`src/i2ccfg_pkg.sv`:
```
// Package for the I2C master configuration register block.
// Holds offsets, field positions, reset values and shared types; no assumptions.
package i2ccfg_pkg;

  localparam int          I2CCFG_AW             = 8;
  localparam int          I2CCFG_DW             = 32;

  localparam logic [7:0]  OFS_CONTROL_CONFIG    = 8'h00;
  localparam logic [7:0]  OFS_CLOCK_DIVIDER     = 8'h04;
  localparam logic [7:0]  OFS_HOLD_TIME         = 8'h08;
  localparam logic [7:0]  OFS_TARGET_ADDRESS    = 8'h0C;
  localparam logic [7:0]  OFS_FIFO_LEVEL_TRIG   = 8'h10;
  localparam logic [7:0]  OFS_TRANSFER_LENGTH   = 8'h14;
  localparam logic [7:0]  OFS_ENGINE_STATUS     = 8'h18;
  localparam logic [7:0]  OFS_IRQ_STATUS        = 8'h1C;
  localparam logic [7:0]  OFS_IRQ_MASK          = 8'h20;

  localparam int          BIT_DIRECTION         = 0;
  localparam int          BIT_ADDR_WIDTH        = 1;
  localparam int          BIT_QUEUE_PURGE       = 2;
  localparam int          BIT_SETTINGS_RESTORE  = 3;
  localparam int          BIT_ENGINE_RESTART    = 4;

  localparam int          DIV_W                 = 8;
  localparam int          HOLD_W                = 5;
  localparam int          ADDR_W                = 10;
  localparam int          TRIG_W                = 3;
  localparam int          LEN_W                 = 10;
  localparam int          LVL_W                 = 4;
  localparam int          TX_TRIG_LSB           = 0;
  localparam int          RX_TRIG_LSB           = 8;

  localparam logic [7:0]  RST_DIVIDER           = 8'hF4;
  localparam logic [4:0]  RST_HOLD              = 5'h09;
  localparam logic [9:0]  RST_ADDRESS           = 10'h02A;
  localparam logic [2:0]  RST_TX_TRIG           = 3'h1;
  localparam logic [2:0]  RST_RX_TRIG           = 3'h7;
  localparam logic [9:0]  RST_LENGTH            = 10'h000;

  localparam int          IRQ_TX_LEVEL          = 0;
  localparam int          IRQ_RX_LEVEL          = 1;
  localparam int          IRQ_W                 = 2;

  // Register port request from software
  typedef struct packed {
    logic [I2CCFG_AW-1:0] addr;
    logic [I2CCFG_DW-1:0] wdata;
    logic                 wr;
    logic                 rd;
  } i2ccfg_req_s;

  // Settings handed to the I2C core
  typedef struct packed {
    logic              direction_select;
    logic              address_width_select;
    logic [DIV_W-1:0]  scl_rate_divider;
    logic [HOLD_W-1:0] hold_count;
    logic [ADDR_W-1:0] target_address;
    logic [LEN_W-1:0]  transfer_length_setting;
  } i2ccfg_cfg_s;

  // One-cycle commands to the core and FIFO
  typedef struct packed {
    logic queue_purge;
    logic settings_restore;
    logic engine_restart;
  } i2ccfg_cmd_s;

  typedef enum logic [1:0] {
    LVL_IDLE  = 2'b00,
    LVL_ARMED = 2'b01,
    LVL_HIT   = 2'b11
  } i2ccfg_lvl_e;

endpackage

```
`src/i2ccfg_level_trigger.sv`:
```
// Compares the FIFO level against a trigger, counting in whole words.
// Assumes a level in words and the remaining byte count from the core.
`timescale 1ns/100ps
module i2ccfg_level_trigger #(
  parameter int LEN_W = 10,
  parameter int LVL_W = 4,
  parameter int TRIG_W = 3
) (
  input  wire logic              ref_clk,
  input  wire logic              sys_rst,
  input  wire logic              enable,
  input  wire logic [TRIG_W-1:0] trigger,
  input  wire logic [LVL_W-1:0]  fifo_level,
  input  wire logic [LEN_W-1:0]  bytes_left,
  output logic                   hit
);
  import i2ccfg_pkg::*;

  i2ccfg_lvl_e state_reg;
  logic [LVL_W-1:0] eff_level;
  logic [LEN_W-1:0] words_left;
  logic [LEN_W:0]   sum_wide;

  // Last word of a frame may hold 1..4 bytes; level counts only words still owed
  // Widened sum keeps a long frame from wrapping to a small word count
  always_comb begin
    sum_wide   = {1'b0, bytes_left} + (LEN_W+1)'(3);
    words_left = LEN_W'(sum_wide >> 2);
    eff_level  = fifo_level;
    if (LEN_W'(fifo_level) > words_left)
      eff_level = LVL_W'(words_left);
  end

  // Pulse once on each arrival at the trigger level
  always_ff @(posedge ref_clk or posedge sys_rst) begin
    if (sys_rst) begin
      state_reg <= LVL_IDLE;
      hit       <= 1'b0;
    end else begin
      hit <= 1'b0;
      case (state_reg)
        LVL_IDLE: begin
          if (enable)
            state_reg <= LVL_ARMED;
        end
        LVL_ARMED: begin
          if (!enable)
            state_reg <= LVL_IDLE;
          else if (eff_level == LVL_W'(trigger)) begin
            state_reg <= LVL_HIT;
            hit       <= 1'b1;
          end
        end
        LVL_HIT: begin
          if (!enable)
            state_reg <= LVL_IDLE;
          else if (eff_level != LVL_W'(trigger))
            state_reg <= LVL_ARMED;
        end
        default: state_reg <= LVL_IDLE;
      endcase
    end
  end
endmodule

```
`src/i2ccfg_pulse.sv`:
```
// One-cycle command pulse from a software write of one.
// Assumes the write strobe lasts exactly one clock.
`timescale 1ns/100ps
module i2ccfg_pulse (
  input  wire logic ref_clk,
  input  wire logic sys_rst,
  input  wire logic fire,
  output logic      pulse
);
  always_ff @(posedge ref_clk or posedge sys_rst) begin
    if (sys_rst)
      pulse <= 1'b0;
    else
      pulse <= fire;
  end
endmodule

```
`src/i2ccfg_regs.sv`:
```
// Configuration registers of a bus-side I2C master with level interrupts.
// Assumes a core that reports busy, FIFO level and remaining byte count.
`timescale 1ns/100ps
module i2ccfg_regs (
  input  wire logic                   ref_clk,
  input  wire logic                   sys_rst,
  input  wire i2ccfg_pkg::i2ccfg_req_s req,
  output logic [31:0]                 rdata,
  input  wire logic                   xfer_busy,
  input  wire logic [3:0]             fifo_level,
  input  wire logic [9:0]             bytes_left,
  output i2ccfg_pkg::i2ccfg_cfg_s     cfg,
  output i2ccfg_pkg::i2ccfg_cmd_s     cmd,
  output logic                        irq
);
  import i2ccfg_pkg::*;

  logic              direction_reg;
  logic              addr_width_reg;
  logic [DIV_W-1:0]  divider_reg;
  logic [HOLD_W-1:0] hold_reg;
  logic [ADDR_W-1:0] address_reg;
  logic [TRIG_W-1:0] tx_trig_reg;
  logic [TRIG_W-1:0] rx_trig_reg;
  logic [LEN_W-1:0]  length_reg;
  logic [IRQ_W-1:0]  irq_status_reg;
  logic [IRQ_W-1:0]  irq_mask_reg;
  logic [IRQ_W-1:0]  irq_event;
  logic              restore;
  logic              purge_pulse;
  logic              restart_pulse;
  logic              tx_hit;
  logic              rx_hit;
  logic              wr_cfg;
  logic              wr_div;
  logic              wr_hold;
  logic              wr_addr;
  logic              wr_trig;
  logic              wr_len;

  function automatic logic sel(input logic [I2CCFG_AW-1:0] a, input logic [7:0] ofs);
    sel = req.wr && (a == ofs);
  endfunction

  always_comb begin
    wr_cfg  = sel(req.addr, OFS_CONTROL_CONFIG) && !xfer_busy;
    wr_div  = sel(req.addr, OFS_CLOCK_DIVIDER) && !xfer_busy;
    wr_hold = sel(req.addr, OFS_HOLD_TIME) && !xfer_busy;
    wr_addr = sel(req.addr, OFS_TARGET_ADDRESS) && !xfer_busy;
    wr_trig = sel(req.addr, OFS_FIFO_LEVEL_TRIG);
    wr_len  = sel(req.addr, OFS_TRANSFER_LENGTH);
  end

  // Command bits never store; each makes a single-cycle pulse
  i2ccfg_pulse u_purge (
    .ref_clk (ref_clk),
    .sys_rst (sys_rst),
    .fire    (wr_cfg && req.wdata[BIT_QUEUE_PURGE]),
    .pulse   (purge_pulse)
  );

  i2ccfg_pulse u_restore (
    .ref_clk (ref_clk),
    .sys_rst (sys_rst),
    .fire    (wr_cfg && req.wdata[BIT_SETTINGS_RESTORE]),
    .pulse   (restore)
  );

  i2ccfg_pulse u_restart (
    .ref_clk (ref_clk),
    .sys_rst (sys_rst),
    .fire    (wr_cfg && req.wdata[BIT_ENGINE_RESTART]),
    .pulse   (restart_pulse)
  );

  // One driver for the whole command word
  always_comb begin
    cmd.queue_purge      = purge_pulse;
    cmd.settings_restore = restore;
    cmd.engine_restart   = restart_pulse;
  end

  always_ff @(posedge ref_clk or posedge sys_rst) begin
    if (sys_rst) begin
      direction_reg  <= 1'b0;
      addr_width_reg <= 1'b0;
    end else if (wr_cfg) begin
      direction_reg  <= req.wdata[BIT_DIRECTION];
      addr_width_reg <= req.wdata[BIT_ADDR_WIDTH];
    end
  end

  // Restore pulse lands one cycle after the write; a write in that cycle loses
  always_ff @(posedge ref_clk or posedge sys_rst) begin
    if (sys_rst) begin
      divider_reg <= RST_DIVIDER;
      hold_reg    <= RST_HOLD;
      address_reg <= RST_ADDRESS;
      tx_trig_reg <= RST_TX_TRIG;
      rx_trig_reg <= RST_RX_TRIG;
      length_reg  <= RST_LENGTH;
    end else if (restore) begin
      divider_reg <= RST_DIVIDER;
      hold_reg    <= RST_HOLD;
      address_reg <= RST_ADDRESS;
      tx_trig_reg <= RST_TX_TRIG;
      rx_trig_reg <= RST_RX_TRIG;
      length_reg  <= RST_LENGTH;
    end else begin
      if (wr_div)
        divider_reg <= req.wdata[DIV_W-1:0];
      if (wr_hold)
        hold_reg <= req.wdata[HOLD_W-1:0];
      if (wr_addr)
        address_reg <= req.wdata[ADDR_W-1:0];
      if (wr_trig) begin
        tx_trig_reg <= req.wdata[TX_TRIG_LSB +: TRIG_W];
        rx_trig_reg <= req.wdata[RX_TRIG_LSB +: TRIG_W];
      end
      if (wr_len)
        length_reg <= req.wdata[LEN_W-1:0];
    end
  end

  always_comb begin
    cfg.direction_select        = direction_reg;
    cfg.address_width_select    = addr_width_reg;
    cfg.scl_rate_divider        = divider_reg;
    cfg.hold_count              = hold_reg;
    cfg.target_address          = address_reg;
    cfg.transfer_length_setting = length_reg;
  end

  i2ccfg_level_trigger #(
    .LEN_W  (LEN_W),
    .LVL_W  (LVL_W),
    .TRIG_W (TRIG_W)
  ) u_tx_trig (
    .ref_clk    (ref_clk),
    .sys_rst    (sys_rst),
    .enable     (xfer_busy && !direction_reg),
    .trigger    (tx_trig_reg),
    .fifo_level (fifo_level),
    .bytes_left (bytes_left),
    .hit        (tx_hit)
  );

  i2ccfg_level_trigger #(
    .LEN_W  (LEN_W),
    .LVL_W  (LVL_W),
    .TRIG_W (TRIG_W)
  ) u_rx_trig (
    .ref_clk    (ref_clk),
    .sys_rst    (sys_rst),
    .enable     (xfer_busy && direction_reg),
    .trigger    (rx_trig_reg),
    .fifo_level (fifo_level),
    .bytes_left (bytes_left),
    .hit        (rx_hit)
  );

  always_comb begin
    irq_event               = '0;
    irq_event[IRQ_TX_LEVEL] = tx_hit;
    irq_event[IRQ_RX_LEVEL] = rx_hit;
  end

  // Sticky status; a new event beats a same-cycle write-one clear
  always_ff @(posedge ref_clk or posedge sys_rst) begin
    if (sys_rst)
      irq_status_reg <= '0;
    else if (sel(req.addr, OFS_IRQ_STATUS))
      irq_status_reg <= (irq_status_reg & ~req.wdata[IRQ_W-1:0]) | irq_event;
    else
      irq_status_reg <= irq_status_reg | irq_event;
  end

  always_ff @(posedge ref_clk or posedge sys_rst) begin
    if (sys_rst)
      irq_mask_reg <= '0;
    else if (sel(req.addr, OFS_IRQ_MASK))
      irq_mask_reg <= req.wdata[IRQ_W-1:0];
  end

  assign irq = |(irq_status_reg & irq_mask_reg);

  // Read data valid the cycle after the strobe; unmapped reads give zero
  always_ff @(posedge ref_clk or posedge sys_rst) begin
    if (sys_rst) begin
      rdata <= 32'h0000_0000;
    end else if (req.rd) begin
      rdata <= 32'h0000_0000;
      case (req.addr)
        OFS_CONTROL_CONFIG: begin
          rdata[BIT_DIRECTION]  <= direction_reg;
          rdata[BIT_ADDR_WIDTH] <= addr_width_reg;
        end
        OFS_CLOCK_DIVIDER:   rdata[DIV_W-1:0] <= divider_reg;
        OFS_HOLD_TIME:       rdata[HOLD_W-1:0] <= hold_reg;
        OFS_TARGET_ADDRESS:  rdata[ADDR_W-1:0] <= address_reg;
        OFS_FIFO_LEVEL_TRIG: begin
          rdata[TX_TRIG_LSB +: TRIG_W] <= tx_trig_reg;
          rdata[RX_TRIG_LSB +: TRIG_W] <= rx_trig_reg;
        end
        OFS_TRANSFER_LENGTH: rdata[LEN_W-1:0] <= length_reg;
        OFS_ENGINE_STATUS: begin
          rdata[0] <= xfer_busy;
          rdata[1] <= direction_reg;
          rdata[11:8] <= fifo_level;
        end
        OFS_IRQ_STATUS:      rdata[IRQ_W-1:0] <= irq_status_reg;
        OFS_IRQ_MASK:        rdata[IRQ_W-1:0] <= irq_mask_reg;
        default:             rdata <= 32'h0000_0000;
      endcase
    end
  end
endmodule

```
`config.mk`:
```
export PLATFORM = sky130hd
export DESIGN_NAME = i2ccfg_regs
export DESIGN_NICKNAME = d
export VERILOG_FILES = /design/src/i2ccfg_pkg.sv /design/src/i2ccfg_level_trigger.sv /design/src/i2ccfg_pulse.sv /design/src/i2ccfg_regs.sv
export SDC_FILE = /design/constraint.sdc
export NUM_CORES = 1
export LEC_CHECK = 0
export ABC_AREA = 1
export ABC_CLOCK_PERIOD_IN_PS = 2100
export BUFFER_PORTS_ARGS = -buffer_cell sky130_fd_sc_hd__buf_2
export CAP_MARGIN = 30
export CORE_ASPECT_RATIO = 0.8
export CORE_MARGIN = 8
export CORE_UTILIZATION = 40
export CTS_CLUSTER_SIZE = 28
export DETAILED_ROUTE_END_ITERATION = 8
export PLACE_DENSITY_LB_ADDON = 0.2
export RECOVER_POWER = 25
export SETUP_SLACK_MARGIN = 0.5
export SLEW_MARGIN = 25
export SYNTH_ARGS = -nofsm -noshare
export SYNTH_HDL_FRONTEND = slang
export SYNTH_SLANG_ARGS = --single-unit
```
`constraint.sdc`:
```
create_clock -name ref_clk -period 2.1 [get_ports ref_clk]
set_input_delay 0.21 -clock ref_clk [delete_from_list [all_inputs] [get_ports ref_clk]]
set_output_delay 0.21 -clock ref_clk [all_outputs]
set_load 0.02 [all_outputs]
```
==> key figures <==
Status
  – Outcome: complete, no violations

Routing
  – Final ANT Viol Nets: 0
  – DRC errors left: 0
  – Final wirelength: 10,700 µm
  – DRT Pass-1 Iters: 4
  – WL per Instance: 15.3 µm
  – DR vias: 3,364
  – Routed vias/inst: 4.81
  – Drt initial violations: 233

Power and ir drop
  – Final Power: 3.53 mW
  – Sw Ratio: 0.256
  – Share of total power in combinational logic: 0.134
  – Leak pwr: 2.52 nW
  – Clock share of power: 0.476
  – Pwr dens: 733 nW/µm²
  – Sequential power share: 0.390
  – P_int: 2.63 mW
  – Maximum vdd drop: 0.402 mV
  – Net Switching: 0.905 mW

Floorplanning
  – Top Ports: 130
  – Initial core utilization: 0.411
  – Core ar.: 9040 µm²
  – Row Count: 31
  – Die X: 124 µm
  – Die H: 102 µm
  – Die area: 12,600 µm²

Hold path
  – Hold depth: 3
  – Worst hold path type: input port to flop
  – Endpoint, Worst Hold: u_restart.pulse$_DFF_PP0_
  – Min-Delay Startpoint: req[6]

STA
  – Worst Skew: 0.00520 ns
  – Worst slew pin tran: 0.937 ns
  – Final worst path period need: 1.70 ns
  – Fin crit share: 0.808
  – RSZ-0062 raised after global routing: yes
  – Final Hold Fails: 0
  – Final WS setup: 0.404 ns
  – Max Slew Vio Count: 0
  – Relative slew slack: 0.375
  – Setup TNS: 0 ns
  – Final setup violation count: 0
  – Max Fclk: 0.589 GHz
  – Minimum hold slack: 0.113 ns

Setup path
  – Delay-heaviest family, CP: simple AND/OR/NAND/NOR gates
  – Worst r2r src: u_restore.pulse$_DFF_PP0_
  – Max stage delay cell, worst path: ha_4
  – Max incr delay on CP: 0.27 ns
  – Reg2reg path depth: 4
  – Critical Path AT: 1.96 ns
  – R2R setup slack: 0.62 ns
  – Crit-path max FO: 7
  – Worst Path Required: 2.36 ns
  – Crit path launch type: input port
  – FF-to-FF End: divider_reg[4]$_DFFE_PP1P_
  – WP buf/inv: 3
  – Critical path class: input port to flop
  – Type of destination of the critical path: flop
  – Crit-path cells: buf_6 -> inv_4 -> nand2_8 -> nand3_4 -> nand2_4 -> o21ai_4 -> ha_4 -> nand4_1 -> nand2_1 -> nor2_4 -> buf_12 -> nand2_8 -> nand2_2 -> nand3_1 -> nand2_1 -> nor2_2 -> nand2_2 -> nor2_2
  – CP Depth: 18

CTS
  – TritonCTS buffer count: 9
  – Clock sink total: 66
  – CTS tree: yes
  – Worst-Skew Late Latency: 0.33 ns
  – Clock Pin Slew Worst Setup and Hold Paths: 0.06 ns
  – Maximum clock path buffer count: 2
  – Deepest level of the CTS H-tree: 3
  – Root Buffer: clkbuf_16

Synth
  – Post-synth EDFFs: 0
  – Post-synth top flop: dfrtp_1
  – Post-synthesis register bit count: 66
  – Post-synthesis async set-or-reset flop share: 1.00
  – Share of the synthesized area in the top cell type: 0.351
  – Leading area contributor after synthesis: dfrtp_1
  – Cells after Synth: 482
  – Area contributors post-synth: dfrtp_1, nand2_1, dfstp_2
  – Synth cell types: 39
  – Seq/Total Area, Yosys: 0.450
  – Syn Area/Cell: 7.70 µm²
  – Mapped cell area: 3710 µm²
  – Synth Warn #: 0

Layout
  – Fin cells: 699
  – Area growth, synth to finish: 29.8%
  – Nets: 642
  – Fillers: 866
  – Antenna fix cells: 0
  – Seq. cell area: 1670 µm²
  – Area of the multi-input gates: 1810 µm²
  – Layout cells sized above 1: 0.353
  – Max reg flops: 12

Global routing
  – Largest net degree at the start of global routing: 67
  – Number of global-route vias before repair: 3,311
  – First-pass GRT wire length: 16,700 µm
  – Initial antenna violation count: 0
  – GRT Overall Usage: 0.170
  – Grt ovf: 0

Job
  – Max-Cap Viols: 0

Placed design
  – Routability Congestion: 0.857
  – Pre-CTS WS: -0.0150 ns
  – Dpl cells: 676
  – Final HPWL DP: 8020 µm
  – IO Port Bufs: 88
==> cell usage after synthesis (4+ instances only) <==
cell,count
dfrtp_1,52
inv_1,52
buf_4,26
clkbuf_1,5
inv_2,12
ha_1,4
o21ai_2,9
o21ai_1,27
a21oi_1,9
o21ai_0,27
nand2_2,7
nand2_1,144
dfstp_2,14
nor2_1,36
nand3_1,23
==> metrics by stage <==
| step | instance area, µm² | util |
|---|---|---|
| floorplan | 3820 | - |
| global placement | 4220 | 0.467 |
| detailed placement | 4220 | 0.467 |
| CTS | 4720 | 0.522 |
| global route | 4820 | 0.533 |
| finish | 4820 | 0.533 |
==> cells in the final DEF (no fill, tap or decap), drive strengths merged <==
cell type,n
nand4,3
o22ai,2
dfstp,14
a21oi,11
o2111ai,1
nand3b,3
bufinv,2
o31ai,2
nor3,3
o211a,1
clkinv,1
nor2,42
nand2,152
o21ai,64
clkinvlp,3
a31oi,1
clkbuf,14
inv,63
and3,1
nand3,24
buf,98
or2,2
conb,20
dlygate4sd3,1
ha,4
dfrtp,52
==> worst max-delay path by stage <==
stage / from / endpoint
6_report: bytes_left[0] / u_rx_trig.hit$_DFF_PP0_
5_1_grt: bytes_left[1] / u_rx_trig.hit$_DFF_PP0_
4_1_cts: bytes_left[4] / u_rx_trig.hit$_DFF_PP0_
3_5_place_dp: bytes_left[0] / u_rx_trig.hit$_DFF_PP0_
3_3_place_gp: bytes_left[0] / u_rx_trig.hit$_DFF_PP0_
2_1_floorplan: bytes_left[1] / u_rx_trig.state_reg[1]$_DFFE_PP0P_
==> routing by layer <==
metal | vias up | global-route usage | share of wire
met5 | - | 0 | 0
met4 | 0 | 0.0425 | 0.010
met3 | 11 | 0.0508 | 0.090
met2 | 127 | 0.255 | 0.44
met1 | 1551 | 0.234 | 0.46
li1 | 1675 | - | -
==> worst min-delay path, stage by stage <==
cell and delay, ns:
buf_2 0.11, inv_1 0.05, nor2_1 0.04
==> cell type report <==
type | count | area share
tap | 115 | 0.0299
clock inverter | 4 | 0.0151
timing repair buffer | 101 | 0.122
clock buffer | 12 | 0.0553
inverter | 65 | 0.0548
sequential | 66 | 0.347
multi-input combinational | 336 | 0.377
==> power by group through the flow <==
stage | registers, mW | clock network [mW] | logic [mW]
finish | 1.38 | 1.68 | 0.473
global route | 1.38 | 1.77 | 0.524
CTS | 1.38 | 1.71 | 0.457
detailed placement | 1.40 | 0 | 0.420
global placement | 1.40 | 0 | 0.410
floorplan | 1.44 | 0 | 0.255
==> timing repair <==
| action | 4_1_cts | 5_1_grt |
|---|---|---|
| hold endpoints to repair | 38 | 0 |
| pin swaps | 10 | 23 |
| gates resized for setup | 30 | 19 |
| setup buffers | 2 | 4 |
| cloned | 0 | 0 |
| setup endpoints to repair | 10 | 23 |
| hold buffers | 1 | 0 |
==> kinds of logic (layout without fill, tap and decap cells) <==
logic type	count (synthesis)	count (layout)	synth area share
AND/OR/NAND/NOR	230	230	0.272
adder cells (fa/ha/maj)	4	4	0.0135
other	1	20	0.00101
flip-flops	66	66	0.450
buffers and inverters	99	182	0.131
AO/OA/AOI/OAI	82	82	0.133
Power figures use the tool's default switching activity.
